--- src/pdc_pkg.sv ---
// Package of constants and types for the loop divider control registers.
package pdc_pkg;

  // ----------------------------------------------------------------------
  // Bus geometry
  // ----------------------------------------------------------------------
  localparam int unsigned ADR_W = 10;
  localparam int unsigned DAT_W = 32;
  localparam int unsigned SEL_W = 4;
  localparam int unsigned CHANNELS = 8;

  // ----------------------------------------------------------------------
  // Register indices and byte addresses
  // ----------------------------------------------------------------------
  localparam logic [7:0] IDX_M_DIVIDE = 8'h37;
  localparam logic [7:0] IDX_CTRL_ZERO = 8'h38;
  localparam logic [7:0] IDX_CTRL_ONE = 8'h39;
  localparam logic [ADR_W-1:0] ADDR_M_DIVIDE = {IDX_M_DIVIDE, 2'b00};
  localparam logic [ADR_W-1:0] ADDR_CTRL_ZERO = {IDX_CTRL_ZERO, 2'b00};
  localparam logic [ADR_W-1:0] ADDR_CTRL_ONE = {IDX_CTRL_ONE, 2'b00};

  // ----------------------------------------------------------------------
  // Field positions
  // ----------------------------------------------------------------------
  localparam int unsigned M_LSB = 0;
  localparam int unsigned M_W = 5;
  localparam int unsigned P_LSB = 2;
  localparam int unsigned P_W = 3;
  localparam int unsigned SYNC_BIT = 1;
  localparam int unsigned PDN_BIT = 0;
  localparam int unsigned DBL_BIT = 4;
  localparam int unsigned CP_LSB = 0;
  localparam int unsigned CP_W = 4;
  localparam int unsigned M_RATIO_W = 6;
  localparam int unsigned P_RATIO_W = 4;
  localparam int unsigned CUR_W = 7;

  // ----------------------------------------------------------------------
  // Reset values
  // ----------------------------------------------------------------------
  localparam logic [M_W-1:0] M_RST = 5'h00;
  localparam logic [P_W-1:0] P_RST = 3'h7;
  localparam logic SYNC_RST = 1'b1;
  localparam logic PDN_RST = 1'b0;
  localparam logic DBL_RST = 1'b1;
  localparam logic [CP_W-1:0] CP_RST = 4'h8;

  // ----------------------------------------------------------------------
  // Decode constants
  // ----------------------------------------------------------------------
  localparam logic [M_W-1:0] M_BYPASS_CODE = 5'h00;
  localparam logic [M_RATIO_W-1:0] M_BYPASS_RATIO = 6'h01;
  localparam logic [P_W-1:0] P_LOW_CODE = 3'h1;
  localparam logic [P_RATIO_W-1:0] P_LOW_RATIO = 4'h2;
  localparam logic [CP_W-1:0] CP_STEP_MAX = 4'h7;
  localparam logic [CP_W-1:0] CP_TOP_CODE = 4'h8;
  localparam logic [CUR_W-1:0] CP_STEP_CUR = 7'h04;
  localparam logic [CUR_W-1:0] CP_TOP_CUR = 7'h40;
  localparam logic [CUR_W-1:0] CP_NONE_CUR = 7'h00;

  // ----------------------------------------------------------------------
  // Types
  // ----------------------------------------------------------------------
  typedef struct packed {
    logic [M_W-1:0]  m_code;
    logic [P_W-1:0]  p_code;
    logic            sync_allow;
    logic            pdn;
    logic            dbl;
    logic [CP_W-1:0] cp_code;
  } pdc_regs_s;

  localparam pdc_regs_s REGS_RST = '{
    m_code: M_RST, p_code: P_RST, sync_allow: SYNC_RST,
    pdn: PDN_RST, dbl: DBL_RST, cp_code: CP_RST};

  typedef enum logic [1:0] {
    BUS_IDLE = 2'b01,
    BUS_ACK  = 2'b10
  } pdc_bus_e;

endpackage

--- src/pdc_regs.sv ---
// Loop divider control register bank with a Wishbone slave port.
// Function
// - M divider bypasses at code zero, else divides by code plus one.
// - Post divider is two at codes 0 and 1, else code plus one; reset 7.
// - A sync event resyncs first loop channels while allowed; reset one.
// - Power-down high stops the loop, and its rise resets calibration.
// - The primary reference doubler runs while its bit is one; reset one.
// - Pump code steps 0.4 mA for one to seven, 6.4 mA at eight; reset 8.
`timescale 1ns/1ns
module pdc_regs (
  input  wire logic                               clk_i,
  input  wire logic                               rst_i,
  input  wire logic                               wb_cyc_i,
  input  wire logic                               wb_stb_i,
  input  wire logic                               wb_we_i,
  input  wire logic [pdc_pkg::ADR_W-1:0]          wb_adr_i,
  input  wire logic [pdc_pkg::SEL_W-1:0]          wb_sel_i,
  input  wire logic [pdc_pkg::DAT_W-1:0]          wb_dat_i,
  output logic      [pdc_pkg::DAT_W-1:0]          wb_dat_o,
  output logic                                    wb_ack_o,
  input  wire logic                               sync_pin_i,
  input  wire logic [pdc_pkg::CHANNELS-1:0]       chan_on_first_loop_i,
  output logic      [pdc_pkg::M_W-1:0]            second_loop_m_divider_o,
  output logic                                    second_loop_m_bypass_o,
  output logic      [pdc_pkg::M_RATIO_W-1:0]      second_loop_m_ratio_o,
  output logic      [pdc_pkg::P_W-1:0]            first_loop_post_divider_o,
  output logic      [pdc_pkg::P_RATIO_W-1:0]      first_loop_post_ratio_o,
  output logic                                    first_loop_resync_allow_o,
  output logic      [pdc_pkg::CHANNELS-1:0]       first_loop_chan_resync_o,
  output logic                                    first_loop_power_down_o,
  output logic                                    first_loop_enable_o,
  output logic                                    first_loop_calib_reset_o,
  output logic                                    primary_ref_doubler_on_o,
  output logic      [pdc_pkg::CP_W-1:0]           first_loop_pump_current_o,
  output logic      [pdc_pkg::CUR_W-1:0]          first_loop_pump_tenth_ma_o
);

  // ----------------------------------------------------------------------
  // Declarations
  // ----------------------------------------------------------------------
  pdc_pkg::pdc_bus_e                 bus_state;
  pdc_pkg::pdc_bus_e                 next_bus_state;
  pdc_pkg::pdc_regs_s                regs;
  pdc_pkg::pdc_regs_s                next_regs;
  logic [pdc_pkg::DAT_W-1:0]         next_dat;
  logic                              next_ack;
  logic                              req;
  logic                              wr_en;
  logic [pdc_pkg::DAT_W-1:0]         rd_word;
  logic                              sync_level;
  logic                              sync_prev;
  logic                              next_sync_prev;
  logic                              sync_event;
  logic [pdc_pkg::M_RATIO_W-1:0]     next_m_ratio;
  logic                              next_m_bypass;
  logic [pdc_pkg::P_RATIO_W-1:0]     next_p_ratio;
  logic [pdc_pkg::CHANNELS-1:0]      next_chan_resync;
  logic                              next_calib_reset;
  logic [pdc_pkg::CUR_W-1:0]         next_pump_tenth_ma;

  // ----------------------------------------------------------------------
  // Sync pin input
  // ----------------------------------------------------------------------
  pdc_sync2 #(
    .W (1)
  ) u_sync_pin (
    .clk_i   (clk_i),
    .rst_i   (rst_i),
    .async_i (sync_pin_i),
    .sync_o  (sync_level)
  );

  always_comb begin
    next_sync_prev = sync_level;
    sync_event = sync_level & ~sync_prev;
  end

  always_ff @(posedge clk_i) begin
    if (rst_i) begin
      sync_prev <= 1'b0;
    end else begin
      sync_prev <= next_sync_prev;
    end
  end

  // ----------------------------------------------------------------------
  // Bus handshake
  // ----------------------------------------------------------------------
  always_comb begin
    req = wb_cyc_i & wb_stb_i;
    next_bus_state = bus_state;
    next_ack = 1'b0;
    wr_en = 1'b0;
    unique case (bus_state)
      pdc_pkg::BUS_IDLE: begin
        if (req) begin
          next_bus_state = pdc_pkg::BUS_ACK;
          next_ack = 1'b1;
        end
      end
      pdc_pkg::BUS_ACK: begin
        next_bus_state = pdc_pkg::BUS_IDLE;
        wr_en = req & wb_we_i & wb_sel_i[0];
      end
      default: begin
        next_bus_state = pdc_pkg::BUS_IDLE;
      end
    endcase
  end

  // ----------------------------------------------------------------------
  // Read mux
  // ----------------------------------------------------------------------
  always_comb begin
    rd_word = '0;
    unique case (wb_adr_i)
      pdc_pkg::ADDR_M_DIVIDE: begin
        rd_word[pdc_pkg::M_LSB +: pdc_pkg::M_W] = regs.m_code;
      end
      pdc_pkg::ADDR_CTRL_ZERO: begin
        rd_word[pdc_pkg::P_LSB +: pdc_pkg::P_W] = regs.p_code;
        rd_word[pdc_pkg::SYNC_BIT] = regs.sync_allow;
        rd_word[pdc_pkg::PDN_BIT] = regs.pdn;
      end
      pdc_pkg::ADDR_CTRL_ONE: begin
        rd_word[pdc_pkg::DBL_BIT] = regs.dbl;
        rd_word[pdc_pkg::CP_LSB +: pdc_pkg::CP_W] = regs.cp_code;
      end
      default: begin
        rd_word = '0;
      end
    endcase
    next_dat = (next_ack && !wb_we_i) ? rd_word : '0;
  end

  // ----------------------------------------------------------------------
  // Register writes
  // ----------------------------------------------------------------------
  always_comb begin
    next_regs = regs;
    if (wr_en) begin
      unique case (wb_adr_i)
        pdc_pkg::ADDR_M_DIVIDE: begin
          next_regs.m_code = wb_dat_i[pdc_pkg::M_LSB +: pdc_pkg::M_W];
        end
        pdc_pkg::ADDR_CTRL_ZERO: begin
          next_regs.p_code = wb_dat_i[pdc_pkg::P_LSB +: pdc_pkg::P_W];
          next_regs.sync_allow = wb_dat_i[pdc_pkg::SYNC_BIT];
          next_regs.pdn = wb_dat_i[pdc_pkg::PDN_BIT];
        end
        pdc_pkg::ADDR_CTRL_ONE: begin
          next_regs.dbl = wb_dat_i[pdc_pkg::DBL_BIT];
          next_regs.cp_code = wb_dat_i[pdc_pkg::CP_LSB +: pdc_pkg::CP_W];
        end
        default: begin
          next_regs = regs;
        end
      endcase
    end
  end

  // ----------------------------------------------------------------------
  // Field decode
  // ----------------------------------------------------------------------
  always_comb begin
    next_m_bypass = (next_regs.m_code == pdc_pkg::M_BYPASS_CODE);
    if (next_m_bypass) begin
      next_m_ratio = pdc_pkg::M_BYPASS_RATIO;
    end else begin
      next_m_ratio = {1'b0, next_regs.m_code} + pdc_pkg::M_BYPASS_RATIO;
    end
    if (next_regs.p_code <= pdc_pkg::P_LOW_CODE) begin
      next_p_ratio = pdc_pkg::P_LOW_RATIO;
    end else begin
      next_p_ratio = {1'b0, next_regs.p_code} + 4'h1;
    end
    if (next_regs.cp_code == pdc_pkg::CP_TOP_CODE) begin
      next_pump_tenth_ma = pdc_pkg::CP_TOP_CUR;
    end else if (next_regs.cp_code <= pdc_pkg::CP_STEP_MAX) begin
      next_pump_tenth_ma = 7'(pdc_pkg::CP_STEP_CUR * next_regs.cp_code);
    end else begin
      next_pump_tenth_ma = pdc_pkg::CP_NONE_CUR;
    end
    if (sync_event && regs.sync_allow) begin
      next_chan_resync = chan_on_first_loop_i;
    end else begin
      next_chan_resync = '0;
    end
    next_calib_reset = next_regs.pdn & ~regs.pdn;
  end

  // ----------------------------------------------------------------------
  // Bus and register state
  // ----------------------------------------------------------------------
  always_ff @(posedge clk_i) begin
    if (rst_i) begin
      bus_state <= pdc_pkg::BUS_IDLE;
      wb_ack_o <= 1'b0;
      wb_dat_o <= '0;
    end else begin
      bus_state <= next_bus_state;
      wb_ack_o <= next_ack;
      wb_dat_o <= next_dat;
    end
  end

  always_ff @(posedge clk_i) begin
    if (rst_i) begin
      regs <= pdc_pkg::REGS_RST;
    end else begin
      regs <= next_regs;
    end
  end

  // ----------------------------------------------------------------------
  // Second loop M divider outputs
  // ----------------------------------------------------------------------
  // M divider outputs
  always_ff @(posedge clk_i) begin
    if (rst_i) begin
      second_loop_m_divider_o <= pdc_pkg::M_RST;
      second_loop_m_bypass_o <= 1'b1;
      second_loop_m_ratio_o <= pdc_pkg::M_BYPASS_RATIO;
    end else begin
      second_loop_m_divider_o <= next_regs.m_code;
      second_loop_m_bypass_o <= next_m_bypass;
      second_loop_m_ratio_o <= next_m_ratio;
    end
  end

  // ----------------------------------------------------------------------
  // First loop post divider outputs
  // ----------------------------------------------------------------------
  // post divider outputs
  always_ff @(posedge clk_i) begin
    if (rst_i) begin
      first_loop_post_divider_o <= pdc_pkg::P_RST;
      first_loop_post_ratio_o <= 4'h8;
    end else begin
      first_loop_post_divider_o <= next_regs.p_code;
      first_loop_post_ratio_o <= next_p_ratio;
    end
  end

  // ----------------------------------------------------------------------
  // First loop resync outputs
  // ----------------------------------------------------------------------
  // resync outputs
  always_ff @(posedge clk_i) begin
    if (rst_i) begin
      first_loop_resync_allow_o <= pdc_pkg::SYNC_RST;
      first_loop_chan_resync_o <= '0;
    end else begin
      first_loop_resync_allow_o <= next_regs.sync_allow;
      first_loop_chan_resync_o <= next_chan_resync;
    end
  end

  // ----------------------------------------------------------------------
  // First loop power control outputs
  // ----------------------------------------------------------------------
  // loop enable control
  always_ff @(posedge clk_i) begin
    if (rst_i) begin
      first_loop_power_down_o <= pdc_pkg::PDN_RST;
      first_loop_enable_o <= ~pdc_pkg::PDN_RST;
      first_loop_calib_reset_o <= 1'b0;
    end else begin
      first_loop_power_down_o <= next_regs.pdn;
      first_loop_enable_o <= ~next_regs.pdn;
      first_loop_calib_reset_o <= next_calib_reset;
    end
  end

  // ----------------------------------------------------------------------
  // Primary reference doubler output
  // ----------------------------------------------------------------------
  // doubler enable
  always_ff @(posedge clk_i) begin
    if (rst_i) begin
      primary_ref_doubler_on_o <= pdc_pkg::DBL_RST;
    end else begin
      primary_ref_doubler_on_o <= next_regs.dbl;
    end
  end

  // ----------------------------------------------------------------------
  // Charge pump current outputs
  // ----------------------------------------------------------------------
  // pump current outputs
  always_ff @(posedge clk_i) begin
    if (rst_i) begin
      first_loop_pump_current_o <= pdc_pkg::CP_RST;
      first_loop_pump_tenth_ma_o <= pdc_pkg::CP_TOP_CUR;
    end else begin
      first_loop_pump_current_o <= next_regs.cp_code;
      first_loop_pump_tenth_ma_o <= next_pump_tenth_ma;
    end
  end

endmodule

--- src/pdc_sync2.sv ---
// Two-stage synchroniser for inputs from outside the clock domain.
`timescale 1ns/1ns
module pdc_sync2 #(
  parameter int unsigned W = 1
) (
  input  wire logic         clk_i,
  input  wire logic         rst_i,
  input  wire logic [W-1:0] async_i,
  output logic      [W-1:0] sync_o
);

  logic [W-1:0] stage_one;
  logic [W-1:0] next_stage_one;
  logic [W-1:0] next_sync;

  always_comb begin
    next_stage_one = async_i;
    next_sync = stage_one;
  end

  always_ff @(posedge clk_i) begin
    if (rst_i) begin
      stage_one <= '0;
      sync_o <= '0;
    end else begin
      stage_one <= next_stage_one;
      sync_o <= next_sync;
    end
  end

endmodule

--- config.mk ---
export PLATFORM = sky130hd
export DESIGN_NAME = pdc_regs
export DESIGN_NICKNAME = d
export VERILOG_FILES = /design/src/pdc_pkg.sv /design/src/pdc_regs.sv /design/src/pdc_sync2.sv
export SDC_FILE = /design/constraint.sdc
export NUM_CORES = 1
export LEC_CHECK = 0
export BUFFER_PORTS_ARGS = -buffer_cell sky130_fd_sc_hd__buf_2
export CORE_MARGIN = 5
export CORE_UTILIZATION = 46
export CTS_BUF_LIST = sky130_fd_sc_hd__clkbuf_4
export CTS_CLUSTER_SIZE = 12
export DETAILED_ROUTE_END_ITERATION = 10
export GPL_TIMING_DRIVEN = 0
export PLACE_DENSITY_LB_ADDON = 0.15
export SETUP_SLACK_MARGIN = 0.15
export SYNTH_ARGS = -nofsm -noshare
export SYNTH_HDL_FRONTEND = slang
export SYNTH_SLANG_ARGS = --single-unit
--- constraint.sdc ---
create_clock -name clk_i -period 3.8 [get_ports clk_i]
set_input_delay 0.57 -clock clk_i [delete_from_list [all_inputs] [get_ports clk_i]]
set_output_delay 0.57 -clock clk_i [all_outputs]
set_load 0.02 [all_outputs]
==> Word level (Yosys, flattened, before mapping) <==
Index checks and enable logic that the tools add are counted.
{ "totals": {"register_bits": 81, "latch_bits": 0, "ram_bits": 0, "romBits": 0, "in_bits": 60, "wordCells": 66, "memories": 0} }
{ "classes": {"add_sub_neg": 2, "n_mul": 0, "div_mod_pow": 0, "n_lt_le_gt_ge": 2, "eq_ne": 6, "n_shift": 0, "n_mux": 9, "bitwise": 12, "reduce_logical": 13} }
{ "op_table": {"columns": ["operator", "n"], "rows": [
  ["10-bit by 8-bit equality test with 1-bit output (second input constant)", 3],
  ["15-bit 2-to-1 mux", 1],
  ["5-bit 2-to-1 mux", 3],
  ["5-bit one-hot mux with 3 select lines", 1],
  ["2-bit OR reduction", 6],
  ["1-bit inverter", 7],
  ["5-bit by 1-bit adder with 6-bit output (second input constant)", 1],
  ["1-bit AND", 5],
  ["5-bit logical NOT", 1],
  ["3-bit by 1-bit adder with 4-bit output (second input constant)", 1],
  ["4-bit equality test (second input constant)", 1],
  ["4-bit by 3-bit <= comparator with 1-bit output (second input constant)", 1],
  ["4-bit 2-to-1 mux", 1],
  ["2-bit AND reduction", 2],
  ["3-bit by 1-bit <= comparator with 1-bit output (second input constant)", 1],
  ["1-bit 2-to-1 mux", 3],
  ["3-bit OR reduction", 1],
  ["2-bit by 1-bit equality test with 1-bit output (second input constant)", 1],
  ["2-bit equality test (second input constant)", 1],
  ["1-bit logical AND", 2],
  ["1-bit logical NOT", 1]
]} }

==> Logic depth before layout (Yosys ltp) <==
Gate-level depths: netlist (run 1).
{ "logic_depth": {"ltp_word": 8, "mapped_depth": 10} }

==> By module <==
Synthesis (run 1) repeated with hierarchy kept, for this count alone.
{ "hier_totals": {"cells_unflattened": 260, "area_unflattened_um2": 2429.8} }
{ "modules_own_cells": {"columns": ["module", "n_inst", "cells_per_inst", "area_per_inst_um2"], "rows": [
  ["pdc_regs", 1, 256, 2377.3],
  ["pdc_sync2", 1, 4, 52.6]
]} }

==> Worst setup path after synthesis (run 1) <==
OpenSTA, ideal clock, no wires.
{ "synth_timing": {"path_type": "input to register", "from": "input wb_adr_i[1] (netlist name)", "to": "register second_loop_m_ratio_o[0] (netlist name)", "t_arrival_ns": 3.030, "slack_ns": 0.700, "stages": 9, "path_buffers": 1, "path_cell_list": "or4_4 buf_6 nor4_4 mux2i_1 ha_1 or3b_2 nor2_1 nor3b_1 a21oi_1"} }
{ "synth_between": {"elab_chain_len": 5, "word_cells_on_any_way": 6, "classes_between": "1 x add/sub; 1 x eq/ne; 2 x mux; 2 x reduce/logical"} }
{ "synth_lines": {"columns": ["element", "line", "text"], "rows": [
  ["from (decl)", "pdc_regs.sv:16", "input wire logic [pdc_pkg::ADR_W-1:0] wb_adr_i,"],
  ["10-bit by 8-bit equality test with 1-bit output (*)", "pdc_regs.sv:142", "unique case (wb_adr_i)"],
  ["5-bit 2-to-1 mux (*)", "pdc_regs.sv:142", null],
  ["15-bit 2-to-1 mux (*)", "pdc_regs.sv:141", "if (wr_en) begin"],
  ["parallel branches: the longest is 2 deep, another holds 5-bit by 1-bit adder with 6-bit output", null, null],
  ["to (signal assigned)", "pdc_regs.sv:223", "second_loop_m_ratio_o <= pdc_pkg::M_BYPASS_RATIO;"],
  ["to (signal assigned)", "pdc_regs.sv:227", "second_loop_m_ratio_o <= next_m_ratio;"],
  ["to (decl)", "pdc_regs.sv:25", "output logic [pdc_pkg::M_RATIO_W-1:0] second_loop_m_ratio_o,"]
]} }
Every way passes the cells marked *. The select of a mux whose other input is x is not followed.
A chain may end at the register's enable or synchronous reset.

==> Final worst setup path (run 1) <==
Ends and elaborated chain as after synthesis.

==> results.json, run 1 <==
{
  "async_flop_share": 0,
  "design_area_um2": 3100,
  "power_switching_uw": 245,
  "fill_cells": 475,
  "clock-root-buffer": "clkbuf_4",
  "io_buffers": 73,
  "leakagePower_uw": 0.00143,
  "setup_tns_ns": 0,
  "fin_skew_ns": 0.0106,
  "finalCriticalPeriod_ns": 3.13,
  "synth_area_um2": 2490,
  "grt_overflow": 0,
  "routed_via_density": 4.70,
  "max_freq_mhz": 320,
  "yosysTopAreaCell": "dfxtp_1",
  "place_area_um2": 3050,
  "post-cts-setup-buffers": 0,
  "synthToLayoutAreaGrowth_pct": 24.9,
  "ys_top_cells_by_area": "dfxtp_1 42%, buf_4 10%, nor2_1 4.1%, mux2i_1 3.6%, a211o_1 2.8%",
  "dp_hpwl_um": 4480,
  "antenna_found_initial": 0,
  "cp.arrival_ns": 3.43,
  "track_usage": 0.170,
  "die_h_um": 83.5,
  "antenna_cells": 0,
  "period_share": 0.823,
  "grt_pass1_vias": 2000,
  "swShare": 0.268,
  "layout_common_cells": "73 x buf_2, 52 x dfxtp_1, 33 x buf_4",
  "slew_violations": 0,
  "fin_nets": 420,
  "cts.sinks": 52,
  "hold_buffers": 0,
  "clk_latency_ns": 0.37,
  "min_path_type": "input pin to flop",
  "critPathBufInv": 2,
  "crit_path_start": "wb_adr_i[1]",
  "cts_made_buffers": 5,
  "grt_max_degree": 17,
  "post_drt_wl_per_cell_um": 13.8,
  "status": "finished clean",
  "yosysWarningCount": 0,
  "io_pins": 136,
  "reg2reg_from": "bus_state[0]",
  "die_w_um": 83.5,
  "hold_start": "rst_i",
  "required_ns": 4.11,
  "start_util": 0.481,
  "rows": 26,
  "max_cap_violations": 0,
  "power_density_nw_per_um2": 295,
  "clkPwrFrac": 0.271,
  "die_area_um2": 6970,
  "synth_flop_cell": "dfxtp_1",
  "finalHoldViolCount": 0,
  "synth_cell_types": 45,
  "cts_resized": 0,
  "yosysSeqAreaShare": 0.419,
  "ys_seq_elements": 52,
  "drive_above_1_share": 0.387,
  "rsz0062_at_grt": "false",
  "crit_path_start_kind": "input pin",
  "crit_type": "input pin to flop",
  "cp_slowest_cell": "nor4_4",
  "clkSlewWorstSetupHoldPaths_ns": 0.15,
  "netlist.area_leader.share": 0.419,
  "fin_ws_ns": 0.672,
  "critPathTopFamily": "simple AND/OR/NAND/NOR gates",
  "drc": 0,
  "synth_edf_count": 0,
  "fin_util": 0.600,
  "vdd_drop_max_v": 0.000157,
  "worst_pin_slew_ns": 0.902,
  "first_iter_violations": 136,
  "num_vias": 2018,
  "core-area_um2": 5170,
  "worstPathCellList": "buf_2, or4_4, buf_6, nor4_4, mux2i_1, ha_1, or3b_2, nor2_1, nor3b_1, a21oi_1",
  "dr.pass1.iters": 4,
  "cts_tree": "done",
  "pwr-share-seq": 0.601,
  "synthCells": 249,
  "htree_num_levels": 2,
  "layout_commonest_cell": "buf_2",
  "dp.cells": 421,
  "final_cells": 429,
  "drtAntennaViolNets": 0,
  "combPwrFrac": 0.128,
  "post-place-ws_ns": 0.311,
  "cts_buffer_depth": 2,
  "cp_max_fo": 9,
  "finalSetupViolCount": 0,
  "avgSynthCellArea_um2": 9.98,
  "grt_pass1_wl_um": 9810,
  "endpoint_kind": "flop",
  "intPower_uw": 671,
  "wl_um": 5900,
  "place.gp.congestion": 0.790,
  "slew_headroom": 0.391,
  "cpPeakStageDelay_ns": 0.58
}
==> area by class of cell <==
cell class	count	area (µm²)	area share
clock buffer	5	37.5	0.0121
timing repair buffer	73	365	0.118
multi-input combinational	179	1190	0.384
tap	70	87.6	0.0282
inverter	4	15.0	0.00484
clock inverter	3	18.8	0.00605
buffer	43	347	0.112
sequential	52	1040	0.335
==> Yosys cell counts, types with 4 or more instances <==
master / instances
mux2i_1: 9
clkbuf_1: 4
and2_1: 8
nor4b_1: 4
a22oi_1: 5
dfxtp_1: 52
mux2_2: 6
a21oi_1: 8
nand2_1: 6
or3b_2: 4
a211o_1: 8
nand4b_1: 5
inv_1: 4
nor2b_1: 11
buf_4: 33
nor2_1: 27
==> metrics by stage <==
stage          hold WS (ns)  total power (µW)
2_1_floorplan         0.414               649
3_3_place_gp          0.421               677
3_5_place_dp          0.423               678
4_1_cts               0.371               922
5_1_grt               0.361               959
6_report              0.379               917
==> final timing paths <==
kind / endpoint / slack (ns) / cells after the start
worst min register to register: u_sync_pin.sync_o / 0.46 / 1
worst min-delay path: sync_prev / 0.38 / 2
worst max register to register: second_loop_m_ratio_o[0] / 0.74 / 8
worst max-delay path: second_loop_m_ratio_o[0] / 0.67 / 10
==> power by group through the flow <==
stage / Clock, µW / Combinational, µW / Sequential [µW]
2_1_floorplan: 0 / 83.1 / 566
3_3_place_gp: 0 / 114 / 563
3_5_place_dp: 0 / 115 / 563
4_1_cts: 255 / 116 / 551
5_1_grt: 280 / 127 / 552
6_report: 249 / 117 / 551
==> cells by family after synthesis <==
logic type / after synthesis / synth area share
AOI/OAI and AO/OA: 31 / 0.0946
xor gates and xnor gates: 6 / 0.0211
adders and majority gates: 2 / 0.0101
buffers and inverters: 47 / 0.145
DFF: 52 / 0.419
muxes: 15 / 0.0634
other: 1 / 0.00151
and+or+nand+nor: 95 / 0.245
==> sequential cells by signal, summed over array words and instances (netlist names), 2 cells and up <==
register / flops
bus_state: 2
first_loop_chan_resync_o: 8
first_loop_post_divider_o: 3
first_loop_post_ratio_o: 4
first_loop_pump_current_o: 4
first_loop_pump_tenth_ma_o: 5
second_loop_m_divider_o: 5
second_loop_m_ratio_o: 6
wb_dat_o: 5
==> routing by layer <==
| layer | global-route usage | wire [µm] |
|---|---|---|
| met1 | 0.217 | 2540 |
| met5 | 0 | 0 |
| met3 | 0.0464 | 348 |
| met4 | 0.0453 | 48 |
| met2 | 0.284 | 2960 |
==> worst register-to-register path: cells and delay by family (launching register included) <==
family | cells | cell delay (ns)
multiplexers | 1 | 0.36
AO/OA/AOI/OAI | 1 | 0.15
flip-flops | 1 | 0.34
AND/OR/NAND/NOR | 5 | 1.91
adder cells (fa/ha/maj) | 1 | 0.24
(Power assumes the default switching activity.)
==> run 2, diff against run 1 <==
--- a/config.mk
+++ b/config.mk
@@ -5,9 +5,10 @@
 export SDC_FILE = /design/constraint.sdc
 export NUM_CORES = 1
 export LEC_CHECK = 0
+export ABC_AREA = 1
 export BUFFER_PORTS_ARGS = -buffer_cell sky130_fd_sc_hd__buf_2
 export CORE_MARGIN = 5
-export CORE_UTILIZATION = 46
+export CORE_UTILIZATION = 45
 export CTS_BUF_LIST = sky130_fd_sc_hd__clkbuf_4
 export CTS_CLUSTER_SIZE = 12
 export DETAILED_ROUTE_END_ITERATION = 10
==> constraint.sdc (replaced) <==
create_clock -name clk_i -period 3.05 [get_ports clk_i]
set_input_delay 0.4575 -clock clk_i [delete_from_list [all_inputs] [get_ports clk_i]]
set_output_delay 0.4575 -clock clk_i [all_outputs]
set_load 0.02 [all_outputs]
==> results.json, run 2 <==
{
  "cts.sinks": 52,
  "grt_pass1_wl_um": 7640,
  "dp_hpwl_um": 4150,
  "reg.largest.list": "first_loop_chan_resync_o: 8 flops, second_loop_m_ratio_o: 6 flops",
  "rows": 26,
  "max_cap_violations": 0,
  "synth_area_um2": 2330,
  "yosysTopAreaCell": "dfxtp_1",
  "dr.pass1.iters": 4,
  "yosysSeqAreaShare": 0.446,
  "power_density_nw_per_um2": 377,
  "status": "finished clean",
  "fin_nets": 463,
  "ys_seq_elements": 52,
  "largest_reg_flops": 8,
  "max_freq_mhz": 560,
  "post-cts-setup-buffers": 0,
  "finalHoldViolCount": 0,
  "grt_pass1_vias": 1700,
  "post_drt_wl_per_cell_um": 10.6,
  "drive_above_1_share": 0.373,
  "place.gp.congestion": 0.830,
  "antenna_found_initial": 0,
  "cp.arrival_ns": 2.11,
  "die_h_um": 82.0,
  "synth_edf_count": 0,
  "wl_um": 5010,
  "grt_max_degree": 18,
  "clock-root-buffer": "clkbuf_4",
  "async_flop_share": 0,
  "ys_top_cells_by_area": "dfxtp_1 45%, buf_4 9.3%, nand2_1 7.7%, nor2_1 6.6%, inv_1 6.4%",
  "cts_made_buffers": 5,
  "muxShareOfSynthArea": 0,
  "cts_buffer_depth": 2,
  "first_iter_violations": 94,
  "layout_common_cells": "77 x buf_2, 52 x dfxtp_1, 48 x nand2_1",
  "largest-register": "first_loop_chan_resync_o",
  "total_power_uw": 1120,
  "leakagePower_uw": 0.00167,
  "synth_cell_types": 35,
  "synth_top_family_by_area": "simple AND/OR/NAND/NOR gates",
  "endpoint_kind": "flop",
  "period_share": 0.585,
  "die_area_um2": 6730,
  "clk_latency_ns": 0.37,
  "io_buffers": 76,
  "wl_met1_um": 2210,
  "grt_overflow": 0,
  "min_path_type": "input pin to flop",
  "layout_commonest_cell": "buf_2",
  "cts_resized": 0,
  "core-area_um2": 5070,
  "required_ns": 3.37,
  "fin_util": 0.586,
  "synth_xor_area_frac": 0.00375,
  "setup_tns_ns": 0,
  "io_pins": 136,
  "post-place-ws_ns": 0.939,
  "crit_type": "flop to flop",
  "wl_met3_um": 398,
  "vdd_drop_max_v": 0.000174,
  "die_w_um": 82.0,
  "antenna_cells": 0,
  "htree_num_levels": 2,
  "yosysMostFrequentCell": "dfxtp_1",
  "start_util": 0.460,
  "fin_ws_ns": 1.26,
  "avgSynthCellArea_um2": 8.08,
  "synth_flop_cell": "dfxtp_1",
  "wl_met2_um": 2330,
  "yosysWarningCount": 0,
  "slew_violations": 0,
  "netlist_top_cells_count": "52 x dfxtp_1, 48 x nand2_1, 41 x nor2_1",
  "hold_buffers": 0,
  "highest_layer": "met4",
  "rsz0062_at_grt": "false",
  "synth_compound_area_frac": 0.0622,
  "drc": 0,
  "regToRegSetupSlack_ns": 1.26,
  "finalSetupViolCount": 0,
  "synth-simple-area-share": 0.298,
  "cp_max_fo": 10,
  "cts_tree": "done",
  "num_vias": 1943,
  "drtAntennaViolNets": 0,
  "track_usage": 0.150,
  "finalCriticalPeriod_ns": 1.79,
  "crit_path_start_kind": "flop",
  "clkSlewWorstSetupHoldPaths_ns": 0.15,
  "fin_skew_ns": 0.0106,
  "synthToLayoutAreaGrowth_pct": 27.3,
  "synthAdderAreaFrac": 0.0107,
  "synthCells": 289,
  "routed_via_density": 4.12,
  "netlist.area_leader.share": 0.446
}
-- run 2: cell count changes after synthesis, moves of 8 or more --
cell,delta
a211o_1,-8
and2_1,-8
nand2_1,+42
inv_1,+36
nor2b_1,-11
nor2_1,+14
mux2i_1,-9
nand3_1,+13
-- run 2: report_power, final --
| group | internal, µW | leakage, µW | switching [µW] |
|---|---|---|---|
| clock network | 93.3 | 0.0000356 | 217 |
| logic | 48.3 | 0.00121 | 75.4 |
| registers | 685 | 0.000421 | 1.38 |
| total | 827 | 0.00167 | 294 |
-- run 2: final timing paths --
kind / to / cells past startpoint / startpoint
setup / recovery: second_loop_m_ratio_o[3] / 14 / bus_state[1]
hold / removal: u_sync_pin.next_sync / 3 / sync_pin_i
setup reg to reg: second_loop_m_ratio_o[3] / 14 / bus_state[1]
hold reg to reg: u_sync_pin.sync_o / 2 / u_sync_pin.next_sync
-- run 2: cells by family (layout without fill, tap and decap cells) --
family,after synthesis,after routing
buffers and inverters,77,161
flip-flops,52,52
adder cells (fa/ha/maj),2,2
AO/OA/AOI/OAI,20,20
AND/OR/NAND/NOR,136,136
other,1,30
XOR/XNOR,1,1
-- run 2: through the flow --
stage	hold slack, ns	std cells	cell area [µm²]
CTS	0.250	472	2970
global placement	0.392	464	2910
global route	0.251	472	2970
finish	0.259	472	2970
detailed placement	0.396	464	2910
floorplan	0.388	318	2440
-- run 2: cell type report --
cell class                 instances  area, µm²
buffer                            32        246
clock buffer                       5       37.5
sequential                        52       1040
tap                               70       87.6
multi-input combinational        189        987
fill                             514       2100
inverter                          45        169
clock inverter                     3       22.5
timing repair buffer              76        380
-- run 2: worst max-delay path, stage by stage, from the launching register on --
cell and delay [ns]:
dfxtp_1 0.36, nand2_1 0.05, inv_1 0.06, nand2_2 0.08
nor2_8 0.14, buf_12 0.14, nand3_1 0.08, nand2_1 0.18
inv_1 0.08, ha_1 0.20, inv_1 0.05, nor2_1 0.04
nand2_2 0.09, nand2_4 0.07, a21oi_2 0.11
-- run 2: routing by layer --
layer,global-route usage,vias up
met4,0.0498,0
met2,0.240,70
met5,0,-
met3,0.0482,6
li1,-,1047
met1,0.190,820
==> run 3, diff against run 2 <==
==> constraint.sdc (replaced) <==
create_clock -name clk_i -period 1.9 [get_ports clk_i]
set_input_delay 0.285 -clock clk_i [delete_from_list [all_inputs] [get_ports clk_i]]
set_output_delay 0.285 -clock clk_i [all_outputs]
set_load 0.02 [all_outputs]
==> results.json, run 3 (synthesis results as in run 2) <==
{
  "rsz0062_at_grt": "false",
  "antenna_cells": 0,
  "power_density_nw_per_um2": 587,
  "final_cells": 480,
  "cts.sinks": 52,
  "synthToLayoutAreaGrowth_pct": 31.3,
  "wl_um": 5090,
  "multi_input_area_um2": 1020,
  "cpPeakStageDelay_ns": 0.35,
  "crit_path_start_kind": "flop",
  "die_w_um": 82.0,
  "die_area_um2": 6730,
  "period_share": 0.876,
  "design_area_um2": 3070,
  "status": "finished clean",
  "hold_buffers": 0,
  "post_drt_wl_per_cell_um": 10.6,
  "io_buffers": 76,
  "dp.cells": 464,
  "layout_commonest_cell": "buf_2",
  "dr.pass1.iters": 4,
  "finalHoldViolCount": 0,
  "drtAntennaViolNets": 0,
  "clock-root-buffer": "clkbuf_4",
  "fill_cells": 505,
  "dp_hpwl_um": 4150,
  "reg.largest.list": "first_loop_chan_resync_o: 8 flops, second_loop_m_ratio_o: 6 flops",
  "place_area_um2": 2910,
  "total_power_uw": 1800,
  "required_ns": 2.22,
  "finalSetupViolCount": 0,
  "cts_buffer_depth": 2,
  "num_vias": 1977,
  "clkSlewWorstSetupHoldPaths_ns": 0.15,
  "min_path_type": "input pin to flop",
  "grt_pass1_wl_um": 7690,
  "leakagePower_uw": 0.00170,
  "slew_violations": 0,
  "fin_nets": 471,
  "grt_max_degree": 18,
  "first_iter_violations": 101,
  "layout_common_cells": "77 x buf_2, 51 x dfxtp_1, 45 x nand2_1",
  "core-area_um2": 5070,
  "fin_skew_ns": 0.0107,
  "regArea_um2": 1040,
  "htree_num_levels": 2,
  "cp_max_fo": 6,
  "largest-register": "first_loop_chan_resync_o",
  "cp.arrival_ns": 1.99,
  "drc": 0,
  "finalCriticalPeriod_ns": 1.67,
  "endpoint_kind": "flop",
  "cts_made_buffers": 5,
  "worstPathCellList": "nand2_1, inv_1, nand2_2, nor2_8, buf_12, nand3_2, nand2_4, inv_2, ha_1, inv_1, nor2_1, nand2_2, nand2_4, a21oi_2",
  "place.gp.congestion": 0.830,
  "routed_via_density": 4.12,
  "grt_overflow": 0,
  "largest_reg_flops": 8,
  "max_freq_mhz": 601,
  "crit_type": "flop to flop",
  "drive_above_1_share": 0.407,
  "io_pins": 136,
  "cts_tree": "done",
  "rows": 26,
  "cp_slowest_cell": "dfxtp_2",
  "max_cap_violations": 0,
  "grt_pass1_vias": 1715,
  "clk_latency_ns": 0.37,
  "start_util": 0.460,
  "antenna_found_initial": 0,
  "track_usage": 0.151,
  "vdd_drop_max_v": 0.000284,
  "die_h_um": 82.0
}
run 3: cell types whose count changed in the layout (fill, tap and decap cells not counted), moves of 2 or more:
| cell | change |
|---|---|
| buf_4 | +8 |
| nand2_1 | -3 |
| inv_1 | -2 |
| inv_2 | +2 |
| nand2_2 | +2 |
| nand3_1 | -2 |
run 3: worst paths after layout:
kind,startpoint,to,slack [ns],cells past startpoint
min,sync_pin_i,u_sync_pin.next_sync,0.09,3
max reg2reg,bus_state[1],second_loop_m_ratio_o[3],0.23,14
max,bus_state[1],second_loop_m_ratio_o[3],0.23,14
min reg2reg,u_sync_pin.next_sync,u_sync_pin.sync_o,0.42,2
run 3: layout make-up:
| class | count | area share |
|---|---|---|
| Buffer | 32 | 0.0804 |
| Clock buffer | 5 | 0.0122 |
| Clock inverter | 3 | 0.00735 |
| Inverter | 45 | 0.0551 |
| Multi-Input combinational cell | 189 | 0.333 |
| Sequential cell | 52 | 0.340 |
| Tap cell | 70 | 0.0286 |
| Timing Repair Buffer | 84 | 0.144 |
run 3: where the power goes:
group	leakage [µW]	internal [µW]	switching (µW)
Clock	0.0000356	150	349
Combinational	0.00125	77.7	122
Sequential	0.000421	1100	2.21
run 3: what timing repair did:
item | 4_1_cts | 5_1_grt
gates resized for setup | 2 | 9
setup endpoints to repair | 4 | 6
pin swaps | 1 | 6
buffers inserted | 0 | 8
run 3: metrics by stage:
stage	setup WS (ns)	hold WS [ns]	utilization	TNS (ns)
2_1_floorplan	0.308	0.368	-	0
3_3_place_gp	-0.00955	0.392	0.574	-0.0203
3_5_place_dp	-0.0383	0.396	0.574	-0.0932
4_1_cts	0.151	0.0778	0.587	0
5_1_grt	0.144	0.0778	0.604	0
6_report	0.235	0.0905	0.604	0
run 3: worst max-delay path: cells and delay by family, from the launching register on:
family	cells	cell delay, ns
AOI/OAI and AO/OA	1	0.11
adders and majority gates	1	0.17
buffers and inverters	4	0.28
DFF	1	0.35
and+or+nand+nor	8	0.70
run 3: metal layers:
metal	vias up	track usage	wire length (µm)
met5	-	0	0
li1	1061	-	-
met3	6	0.0482	420
met2	73	0.242	2370
met4	0	0.0498	75
met1	837	0.190	2220
